[config.mk]
export PLATFORM = sky130hd
export DESIGN_NAME = pscw_core
export DESIGN_NICKNAME = d
export VERILOG_FILES = /design/src/core/pscw_pkg.sv /design/src/core/pscw_core.sv /design/src/core/pscw_clk_out.sv
export SDC_FILE = /design/constraint.sdc
export NUM_CORES = 1
export LEC_CHECK = 0
export BUFFER_PORTS_ARGS = -buffer_cell sky130_fd_sc_hd__buf_2
export CAP_MARGIN = 0
export CORE_MARGIN = 2
export CORE_UTILIZATION = 49
export CTS_BUF_LIST = sky130_fd_sc_hd__clkbuf_4 sky130_fd_sc_hd__clkbuf_8 sky130_fd_sc_hd__clkbuf_16
export DETAILED_ROUTE_END_ITERATION = 10
export HOLD_SLACK_MARGIN = 0.12
export PLACE_DENSITY = 0.78
export SYNTH_ARGS = -nofsm -noshare
export SYNTH_HDL_FRONTEND = slang
export SYNTH_SLANG_ARGS = --single-unit
[constraint.sdc]
create_clock -name clk_i -period 2.2 [get_ports clk_i]
set_clock_uncertainty 0.15 [all_clocks]
set_input_delay 0.33 -clock clk_i [delete_from_list [all_inputs] [get_ports clk_i]]
set_output_delay 0.33 -clock clk_i [all_outputs]
set_load 0.02 [all_outputs]
[src/core/pscw_pkg.sv]
// Package for the port strobe, clock and wake control block.
// Assumes a 32-bit classic Wishbone register bus and a single clock.
package pscw_pkg;

	// ****************************************
	// Register byte offsets
	// ****************************************
	localparam logic [7:0] PSCW_OFS_PORT_FUNC = 8'h00;
	localparam logic [7:0] PSCW_OFS_CPU_CS    = 8'h04;
	localparam logic [7:0] PSCW_OFS_PORT_OUT  = 8'h08;
	localparam logic [7:0] PSCW_OFS_PORT_OE   = 8'h0c;
	localparam logic [7:0] PSCW_OFS_PORT_IN   = 8'h10;
	localparam logic [7:0] PSCW_OFS_XADDR     = 8'h14;
	localparam logic [7:0] PSCW_OFS_XDATA     = 8'h18;
	localparam logic [7:0] PSCW_OFS_XCTRL     = 8'h1c;
	localparam logic [7:0] PSCW_OFS_IRQ_STAT  = 8'h20;
	localparam logic [7:0] PSCW_OFS_IRQ_MASK  = 8'h24;

	// ****************************************
	// Field positions
	// ****************************************
	localparam int PSCW_FUNC_WR_BIT    = 0;
	localparam int PSCW_FUNC_RD_BIT    = 1;
	localparam int PSCW_CS_CLKOE_BIT   = 0;
	localparam int PSCW_CS_SUSP_BIT    = 1;
	localparam int PSCW_CS_SPEED_BIT   = 2;
	localparam int PSCW_PIN_WR         = 0;
	localparam int PSCW_PIN_RD         = 1;
	localparam int PSCW_XC_GO_BIT      = 0;
	localparam int PSCW_XC_WRITE_BIT   = 1;
	localparam int PSCW_XC_STRETCH_LSB = 4;
	localparam int PSCW_XC_BUSY_BIT    = 8;
	localparam int PSCW_IRQ_WAKE_BIT   = 0;
	localparam int PSCW_IRQ_XDONE_BIT  = 1;

	// ****************************************
	// Reset values and timing
	// ****************************************
	localparam logic [1:0] PSCW_FUNC_RESET   = 2'h0;
	localparam logic       PSCW_CLKOE_RESET  = 1'h1;
	localparam logic [2:0] PSCW_STRETCH_RST  = 3'h1;
	localparam logic [1:0] PSCW_BUS_CYC_CLKS = 2'h3;
	localparam int         PSCW_ADDR_W       = 16;
	localparam int         PSCW_DATA_W       = 8;

	typedef enum logic [1:0] {PSCW_X_IDLE, PSCW_X_STROBE, PSCW_X_HOLD} pscw_xstate_t;

endpackage

[src/core/pscw_core.sv]
// Port C strobe mux, clock output, wake control and external memory strobes.
// Assumes a classic Wishbone master, synchronous pin inputs and one clock.
//
// Design decisions made here: the placing of the registers and the Wishbone register port.
`timescale 1ns/100ps

// Summary of operation
// - Write-select clear leaves bit 6 as I/O, set drives the low write strobe.
// - Read-select clear leaves bit 7 as I/O, set drives the low read strobe.
// - Clock pin carries the reference clock at full rate or half in slow mode.
// - Writing zero to the clock-output enable stops driving the clock pin.
// - A falling wake edge during suspend restarts the oscillator and interrupts.
// - While wake is held low, suspend is refused.
// - A high test pin floats every functional pin.
// - A bus cycle takes four clocks.
// - The external address is 16 bits, not multiplexed with data.
// - Strobe length is adjustable by software.
module pscw_core
	import pscw_pkg::*;
#(
	parameter int STRETCH_W = 3
)
(
	input  wire logic                   clk_i,
	input  wire logic                   rst_i,
	input  wire logic                   cyc_i,
	input  wire logic                   stb_i,
	input  wire logic                   we_i,
	input  wire logic [7:0]             adr_i,
	input  wire logic [3:0]             sel_i,
	input  wire logic [31:0]            dat_i,
	output logic      [31:0]            dat_o,
	output logic                        ack_o,
	output logic                        irq_o,
	input  wire logic [1:0]             pc_i,
	output logic      [1:0]             pc_o,
	output logic      [1:0]             pc_oe_n_o,
	output logic      [PSCW_ADDR_W-1:0] xaddr_o,
	output logic                        xaddr_oe_n_o,
	input  wire logic [PSCW_DATA_W-1:0] xdata_i,
	output logic      [PSCW_DATA_W-1:0] xdata_o,
	output logic                        xdata_oe_n_o,
	output logic                        clock_out_pin_o,
	output logic                        clock_out_oe_n_o,
	input  wire logic                   wake_n_i,
	input  wire logic                   test_float_i,
	input  wire logic                   cpu_speed_strap_i,
	output logic                        suspended_o,
	output logic                        osc_run_o,
	output logic                        bus_phase_end_o
);
	if (STRETCH_W < 3 || STRETCH_W > 4)
	begin
		$error("STRETCH_W must be 3 or 4");
	end

	logic [1:0]                 port_c_function_select_reg;
	logic                       clock_out_enable_reg;
	logic                       suspend_reg;
	logic                       speed_reg;
	logic [1:0]                 port_out_reg;
	logic [1:0]                 port_oe_reg;
	logic [PSCW_ADDR_W-1:0]     xaddr_reg;
	logic [PSCW_DATA_W-1:0]     xdata_reg;
	logic [PSCW_DATA_W-1:0]     xrdata_reg;
	logic                       xwrite_reg;
	logic [STRETCH_W-1:0]       stretch_reg;
	logic [STRETCH_W-1:0]       xcnt_reg;
	pscw_xstate_t               xstate_reg;
	logic [1:0]                 irq_stat_reg;
	logic [1:0]                 irq_mask_reg;
	logic [1:0]                 phase_reg;
	logic                       wake_d_reg;
	logic                       ack_reg;
	logic [31:0]                dat_reg;
	logic                       wr_stb;
	logic                       rd_stb;
	logic                       wake_fall;
	logic                       xdone;
	logic                       go;
	logic                       susp_req;
	logic                       clk_pin;
	logic                       clk_oe_n;
	logic [1:0]                 strobe_n;

	function automatic logic hit(input logic [7:0] ofs);
		hit = (adr_i == ofs);
	endfunction

	// ****************************************
	// Wishbone slave
	// ****************************************
	// One wait state: ack rises the cycle after the request, drops the next
	assign wr_stb = cyc_i && stb_i && we_i && !ack_reg && sel_i[0];
	assign rd_stb = cyc_i && stb_i && !we_i && !ack_reg;
	assign ack_o  = ack_reg;
	assign dat_o  = dat_reg;
	assign go     = wr_stb && hit(PSCW_OFS_XCTRL) && dat_i[PSCW_XC_GO_BIT]
		&& xstate_reg == PSCW_X_IDLE;
	assign susp_req = wr_stb && hit(PSCW_OFS_CPU_CS) && dat_i[PSCW_CS_SUSP_BIT];

	always_ff @(posedge clk_i)
	begin
		if (rst_i)
			ack_reg <= 1'b0;
		else
			ack_reg <= cyc_i && stb_i && !ack_reg;
	end

	always_ff @(posedge clk_i)
	begin
		if (rst_i)
			dat_reg <= 32'h0;
		else if (rd_stb)
		begin
			unique case (adr_i)
				PSCW_OFS_PORT_FUNC: dat_reg <= {30'h0, port_c_function_select_reg};
				PSCW_OFS_CPU_CS:    dat_reg <= {29'h0, speed_reg, suspend_reg,
					clock_out_enable_reg};
				PSCW_OFS_PORT_OUT:  dat_reg <= {30'h0, port_out_reg};
				PSCW_OFS_PORT_OE:   dat_reg <= {30'h0, port_oe_reg};
				PSCW_OFS_PORT_IN:   dat_reg <= {30'h0, pc_i};
				PSCW_OFS_XADDR:     dat_reg <= {16'h0, xaddr_reg};
				PSCW_OFS_XDATA:     dat_reg <= {24'h0, xrdata_reg};
				PSCW_OFS_XCTRL:     dat_reg <= {23'h0, xstate_reg != PSCW_X_IDLE,
					1'b0, 3'(stretch_reg), 2'h0, xwrite_reg, 1'b0};
				PSCW_OFS_IRQ_STAT:  dat_reg <= {30'h0, irq_stat_reg};
				PSCW_OFS_IRQ_MASK:  dat_reg <= {30'h0, irq_mask_reg};
				default:            dat_reg <= 32'h0;
			endcase
		end
	end

	// ****************************************
	// Configuration registers
	// ****************************************
	// Selects clear at reset
	always_ff @(posedge clk_i)
	begin
		if (rst_i)
			port_c_function_select_reg <= PSCW_FUNC_RESET;
		else if (wr_stb && hit(PSCW_OFS_PORT_FUNC))
			port_c_function_select_reg <= dat_i[1:0];
	end

	always_ff @(posedge clk_i)
	begin
		if (rst_i)
			clock_out_enable_reg <= PSCW_CLKOE_RESET;
		else if (wr_stb && hit(PSCW_OFS_CPU_CS))
			clock_out_enable_reg <= dat_i[PSCW_CS_CLKOE_BIT];
	end

	always_ff @(posedge clk_i)
	begin
		if (rst_i)
			speed_reg <= 1'b0;
		else
			speed_reg <= cpu_speed_strap_i;
	end

	always_ff @(posedge clk_i)
	begin
		if (rst_i)
		begin
			port_out_reg <= 2'h0;
			port_oe_reg  <= 2'h0;
			xaddr_reg    <= 16'h0;
			xdata_reg    <= 8'h0;
			xwrite_reg   <= 1'b0;
			stretch_reg  <= STRETCH_W'(PSCW_STRETCH_RST);
			irq_mask_reg <= 2'h0;
		end
		else if (wr_stb)
		begin
			if (hit(PSCW_OFS_PORT_OUT))
				port_out_reg <= dat_i[1:0];
			if (hit(PSCW_OFS_PORT_OE))
				port_oe_reg <= dat_i[1:0];
			if (hit(PSCW_OFS_XADDR) && xstate_reg == PSCW_X_IDLE)
				xaddr_reg <= dat_i[PSCW_ADDR_W-1:0];
			if (hit(PSCW_OFS_XDATA) && xstate_reg == PSCW_X_IDLE)
				xdata_reg <= dat_i[PSCW_DATA_W-1:0];
			if (go)
			begin
				xwrite_reg  <= dat_i[PSCW_XC_WRITE_BIT];
				stretch_reg <= STRETCH_W'(dat_i[PSCW_XC_STRETCH_LSB +: 3]);
			end
			if (hit(PSCW_OFS_IRQ_MASK))
				irq_mask_reg <= dat_i[1:0];
		end
	end

	// ****************************************
	// Suspend and wake
	// ****************************************
	assign wake_fall = wake_d_reg && !wake_n_i;

	always_ff @(posedge clk_i)
	begin
		if (rst_i)
			wake_d_reg <= 1'b1;
		else
			wake_d_reg <= wake_n_i;
	end

	always_ff @(posedge clk_i)
	begin
		if (rst_i)
			suspend_reg <= 1'b0;
		else if (suspend_reg && wake_fall)
			suspend_reg <= 1'b0;
		else if (susp_req && wake_n_i)
			suspend_reg <= 1'b1;
	end

	assign suspended_o = suspend_reg;
	assign osc_run_o   = ~suspend_reg;

	// ****************************************
	// Interrupt status
	// ****************************************
	// Set wins over a write-one clear in the same cycle
	always_ff @(posedge clk_i)
	begin
		if (rst_i)
			irq_stat_reg <= 2'h0;
		else
			irq_stat_reg <= (irq_stat_reg & ~((wr_stb && hit(PSCW_OFS_IRQ_STAT)) ?
				dat_i[1:0] : 2'h0)) | {xdone, suspend_reg && wake_fall};
	end

	assign irq_o = |(irq_stat_reg & irq_mask_reg);

	// ****************************************
	// Bus cycle phase
	// ****************************************
	// Four clocks per bus cycle
	always_ff @(posedge clk_i)
	begin
		if (rst_i)
			phase_reg <= 2'h0;
		else
			phase_reg <= phase_reg + 2'h1;
	end

	assign bus_phase_end_o = (phase_reg == PSCW_BUS_CYC_CLKS);

	// ****************************************
	// External transfer engine
	// ****************************************
	// Strobe held for stretch plus one clocks
	always_ff @(posedge clk_i)
	begin
		if (rst_i)
		begin
			xstate_reg <= PSCW_X_IDLE;
			xcnt_reg   <= '0;
			xrdata_reg <= 8'h0;
		end
		else
		begin
			unique case (xstate_reg)
				PSCW_X_IDLE:
					if (go)
					begin
						xstate_reg <= PSCW_X_STROBE;
						xcnt_reg   <= STRETCH_W'(dat_i[PSCW_XC_STRETCH_LSB +: 3]);
					end
				PSCW_X_STROBE:
					if (xcnt_reg == '0)
					begin
						xstate_reg <= PSCW_X_HOLD;
						if (!xwrite_reg)
							xrdata_reg <= xdata_i;
					end
					else
						xcnt_reg <= xcnt_reg - 1'b1;
				PSCW_X_HOLD:
					xstate_reg <= PSCW_X_IDLE;
			endcase
		end
	end

	assign xdone = (xstate_reg == PSCW_X_HOLD);
	assign strobe_n[PSCW_PIN_WR] = !(xstate_reg == PSCW_X_STROBE && xwrite_reg);
	assign strobe_n[PSCW_PIN_RD] = !(xstate_reg == PSCW_X_STROBE && !xwrite_reg);

	// ****************************************
	// Pin multiplexing
	// ****************************************
	// Strobe or I/O, test floats all
	always_comb
	begin
		for (int i = 0; i < 2; i++)
		begin
			if (port_c_function_select_reg[i])
			begin
				pc_o[i]      = strobe_n[i];
				pc_oe_n_o[i] = test_float_i;
			end
			else
			begin
				pc_o[i]      = port_out_reg[i];
				pc_oe_n_o[i] = test_float_i | ~port_oe_reg[i];
			end
		end
	end

	assign xaddr_o          = xaddr_reg;
	assign xaddr_oe_n_o     = test_float_i;
	assign xdata_o          = xdata_reg;
	assign xdata_oe_n_o     = test_float_i | !(xstate_reg == PSCW_X_STROBE && xwrite_reg);
	assign clock_out_pin_o  = clk_pin;
	assign clock_out_oe_n_o = clk_oe_n | test_float_i;

	pscw_clk_out u_clk_out (
		.clk_i      (clk_i),
		.rst_i      (rst_i),
		.slow_i     (speed_reg),
		.enable_i   (clock_out_enable_reg && !suspend_reg),
		.clk_o      (clk_pin),
		.clk_oe_n_o (clk_oe_n)
	);

	// ****************************************
	// Checks
	// ****************************************
	AST_WR_MUX: assert property (@(posedge clk_i) disable iff (rst_i)
		port_c_function_select_reg[PSCW_PIN_WR] && !test_float_i |->
		!pc_oe_n_o[PSCW_PIN_WR] && pc_o[PSCW_PIN_WR] == strobe_n[PSCW_PIN_WR])
		else $error("write strobe not on pin");
	AST_RD_MUX: assert property (@(posedge clk_i) disable iff (rst_i)
		!port_c_function_select_reg[PSCW_PIN_RD] |->
		pc_o[PSCW_PIN_RD] == port_out_reg[PSCW_PIN_RD])
		else $error("read pin not general I/O");
	AST_CLK_OFF: assert property (@(posedge clk_i) disable iff (rst_i)
		!clock_out_enable_reg |-> clock_out_oe_n_o)
		else $error("clock pin driven while disabled");
	AST_WAKE: assert property (@(posedge clk_i) disable iff (rst_i)
		suspend_reg && wake_fall |=> !suspend_reg && irq_stat_reg[PSCW_IRQ_WAKE_BIT])
		else $error("wake edge did not resume");
	AST_NO_SUSP: assert property (@(posedge clk_i) disable iff (rst_i)
		!suspend_reg && !wake_n_i |=> !suspend_reg)
		else $error("suspended while wake low");
	AST_FLOAT: assert property (@(posedge clk_i) disable iff (rst_i)
		test_float_i |-> &pc_oe_n_o && xaddr_oe_n_o && xdata_oe_n_o && clock_out_oe_n_o)
		else $error("pin driven in test float");
	AST_PHASE: assert property (@(posedge clk_i) disable iff (rst_i)
		bus_phase_end_o |=> !bus_phase_end_o [*3] ##1 bus_phase_end_o)
		else $error("bus cycle not four clocks");
	AST_STRETCH: assert property (@(posedge clk_i) disable iff (rst_i)
		go && dat_i[PSCW_XC_STRETCH_LSB +: 3] == 3'h2 |=>
		(xstate_reg == PSCW_X_STROBE) [*3] ##1 xdone)
		else $error("strobe length wrong");
	AST_RESET_IO: assert property (@(posedge clk_i)
		$past(rst_i) && !rst_i |-> port_c_function_select_reg == 2'h0 && &pc_oe_n_o)
		else $error("pins not inputs after reset");
endmodule

[src/core/pscw_clk_out.sv]
// Clock output generator for the clock pin.
// Assumes clk_i is the fast phase-locked reference; toggling halves it.
`timescale 1ns/100ps
module pscw_clk_out
	import pscw_pkg::*;
(
	input  wire logic clk_i,
	input  wire logic rst_i,
	input  wire logic slow_i,
	input  wire logic enable_i,
	output logic      clk_o,
	output logic      clk_oe_n_o
);
	logic div_reg;

	// ****************************************
	// Divider
	// ****************************************
	// Full or half rate
	always_ff @(posedge clk_i)
	begin
		if (rst_i)
			div_reg <= 1'b0;
		else
			div_reg <= ~div_reg;
	end

	// Full rate passes the reference straight through; half rate uses the divider
	assign clk_o = slow_i ? div_reg : clk_i;
	assign clk_oe_n_o = ~enable_i;

	AST_CLKDIV: assert property (@(posedge clk_i) disable iff (rst_i)
		!$past(rst_i) |-> div_reg != $past(div_reg))
		else $error("clock divider did not toggle");
endmodule

* Word level (Yosys, flattened, before mapping) *
Index checks and enable logic that the tools add are counted.

operators by class
  equality and inequality tests = 15
  $add $sub $neg = 2
  reductions and logical operators = 45
  mux-type cells = 13
  bitwise operators = 14

operators with widths
  operator               number
  $pmux W16 S10          1
  $eq A8 B5 Y1 const B   4
  $logic_and A1 B1 Y1    22
  $eq A8 B4 Y1 const B   2
  $eq A8 B6 Y1 const B   2
  $reduce_and A2 Y1      7
  $eq A8 B3 Y1 const B   1
  $logic_not A8 Y1       1
  $logic_not A1 Y1       7
  $mux W2                3
  $mux W3                2
  $ne A2 B2 Y1 const B   3
  $not A1 Y1             6
  $pmux W2 S3            1
  $pmux W3 S2            1
  $reduce_and A3 Y1      2
  $mux W1                5
  $and A2 B2 Y2          2
  $eq A2 B2 Y1 const B   2
  $or A1 B1 Y1           4
  $reduce_bool A2 Y1     2
  $reduce_or A2 Y1       2
  $logic_not A3 Y1       1
  $sub A3 B1 Y3 const B  1
  other kinds (5)        5

storage, ports and cells
  logic and storage cells = 109
  bits of input ports = 62
  output and inout port bits = 69
  bits in registers = 91

* Logic depth before layout (Yosys ltp) *
  word-level depth = 9
  mapped depth = 7
  gate-level depth less buffers = 7

* Cells and area by module *
From an unflattened synthesis, not the netlist that was laid out.

unflattened totals
  cell total of the unflattened synthesis = 402
  area total of the unflattened synthesis = 3524.6 sq um

modules (own cells, without submodules)
  module        instances  cells an instance  seq. area each (sq um)  area an instance (sq um)
  pscw_core     1          398                1481.4                  3482.1
  pscw_clk_out  1          4                  20.0                    42.5

==> results.md <==
* Clk_lat worst skew at 0.46 ns
* Final WS setup at 0.103 ns
* N_diodes at 0
* Commonest cells after routing, fill and taps aside: buf_2 (94), dfxtp_1 (75), nand2_1 (68)
* Met1 wire length at 4080 µm
* Post CTS Setup Buffer Count at 0
* Final hold vios at 0
* WS Path Type: clk -> out
* Synth unique cells at 53
* Final Setup Violations at 0
* Combinational share of power at 25.5%
* Post-Syn Area at 3470 µm²
* Final Max Slew Viols at 0
* Register area share after synthesis at 43.3%
* Area leader, netlist: dfxtp_1
* Main area contributors after synthesis: dfxtp_1 (43%), nand2_1 (7.4%), mux2i_1 (6.6%)
* Max_cap viols at 0
* Clock transition at path regs at 0.08 ns
* Congestion Overflow GR at 0
* Post-route ant nets at 0
* Routed wl met3 at 740 µm
* Nets at 612
* P_leak at 1.97 nW
* Initial antenna violation count at 0
* Worst Path Buf+Inv at 2
* Highest metal used: met4
* P_sw at 1.20 mW
* Worst hold path class: in -> reg
* Number of vias per cell at 5.51
* Most common cell after layout, fill and taps aside: buf_2
* Internal at 2.66 mW
* CP Max Fanout at 2
* Hpwl dp at 6870 µm
* CP max stage delay at 0.27 ns
* Required time worst endpoint at 1.72 ns
* Post-synth ARST share at 0%
* Reg power frac at 39.2%
* Status: completed
* WL per Instance at 15.8 µm
* Main synth FF type: dfxtp_1
* Final hold slack at 0.135 ns
* Starting Density at 50.8%
* Die ar. at 7770 µm²
* RePlAce Congestion at 0.981
* Setup TNS at 0 ns
* CTS tree: done
* # port buffers at 95
* Worst setup EP type: output pin
* # IOs at 131
* RSZ-0062 raised after global routing: no
* Routed length on met2 at 4880 µm
* Cell Chain, Critical Path: clkbuf_8 > mux2_4 > buf_6
* Die span in x at 88.1 µm
* Vias in the first global route at 3370
* Core footprint at 6830 µm²
* Die Height at 88.1 µm
* EDFF count, synth at 0
* Delay-heaviest family, CP: multiplexers
* Drt drc at 0
* R2r setup slk at 0.21 ns
* Post-Place Worst Slack at -0.0497 ns
* Switching share of total power at 31.1%
* CP max stage cell: mux2_4
* Largest net degree at the start of global routing at 33
* First-pass DRT Iterations at 5
* Clock Power Share at 35.3%
* Worst EP arrival at 1.62 ns
* Yosys top cell area share at 43.3%
* DRT iter0 DRCs at 217
* Pwr Total at 3.86 mW
* Num rows at 30
* Area growth syn-to-layout at 34.1%
* Syn_area_per_cell at 8.54 µm²
* Layout cells sized above 1 at 29.3%
* Ys Warns at 0
* VDD IR-drop max at 0.456 mV
* Via Count at 3557
* Total GRT Usage at 27.0%
* First-pass GRT wire length at 15600 µm
* Synth Register Bits at 75
* Power per cell area at 829 nW/µm²
* Syn Inst Count at 406
* WL final at 10200 µm
* Crit start category: clock port
## per-stage QoR
stage | cells | instance area (µm²) | utilization [%]
final | 645 | 4650 | 68.1
after detailed placement | 601 | 4130 | 60.4
after CTS | 645 | 4650 | 68.0
after floorplan | 421 | 3520 | -
after global routing | 645 | 4650 | 68.1
after global placement | 601 | 4130 | 60.4
## final timing paths
kind | cells past startpoint | end | start
setup reg to reg | 6 | dat_o[14]$_SDFFE_PP0P_ | ack_o$_SDFF_PP0_
hold reg to reg | 1 | u_clk_out.div_reg$_SDFF_PP0_ | u_clk_out.div_reg$_SDFF_PP0_
hold / removal | 2 | port_out_reg[1]$_SDFFE_PP0P_ | rst_i
setup / recovery | 3 | clock_out_pin_o | clk_i
## worst register-to-register path, delay by kind of cell, from the launching register on
kind                   cells  cell delay (ns)
AO/OA/AOI/OAI              1             0.07
buffers and inverters      1             0.22
flip-flops                 1             0.33
AND/OR/NAND/NOR            4             1.17
## power by group through the flow
stage	Clock (mW)	Combinational (mW)	Sequential, mW
3_5_place_dp	0.0465	0.930	1.54
3_3_place_gp	0.0465	0.895	1.54
2_1_floorplan	0.0353	0.718	1.52
4_1_cts	1.37	0.977	1.51
5_1_grt	1.43	1.09	1.52
6_report	1.36	0.985	1.51
## layer usage
metal / track usage [%] / up-vias
li1: - / 1654
met1: 31.4 / 1659
met2: 43.1 / 200
met3: 6.13 / 44
met4: 20.7 / 0
met5: 0 / -
## what timing repair did
| action | 4_1_cts | 5_1_grt |
|---|---|---|
| hold endpoints to repair | 41 | 0 |
| gates resized for setup | 3 | 1 |
| setup endpoints to repair | 1 | 3 |
| hold buffers | 26 | 0 |
## cells by family after synthesis
family	after synthesis	share of synthesized area, %
AND/OR/NAND/NOR	168	22.8
AO/OA/AOI/OAI	80	15.3
flip-flops	75	43.3
buffers and inverters	47	7.03
multiplexers	29	9.24
adder cells (fa/ha/maj)	6	2.16
other	1	0.108
## final cells by class
type	instances	area (µm²)
Fill cell	534	2180
Sequential cell	75	1500
Clock inverter	6	90.1
Inverter	8	30.0
Tap cell	96	120
Clock buffer	13	170
Timing Repair Buffer	148	953
Multi-Input combinational cell	299	1790
## cell usage after synthesis (4+ instances only)
library cell,count
nand2_1,68
nand3_1,5
buf_4,17
dfxtp_1,75
o21ai_0,9
nor2_1,57
a22oi_1,14
a22o_1,6
ha_1,6
mux2_2,4
nor4_1,4
inv_1,8
mux2i_1,23
clkbuf_1,18
a21oi_1,33
Power figures use the tool's default switching activity.
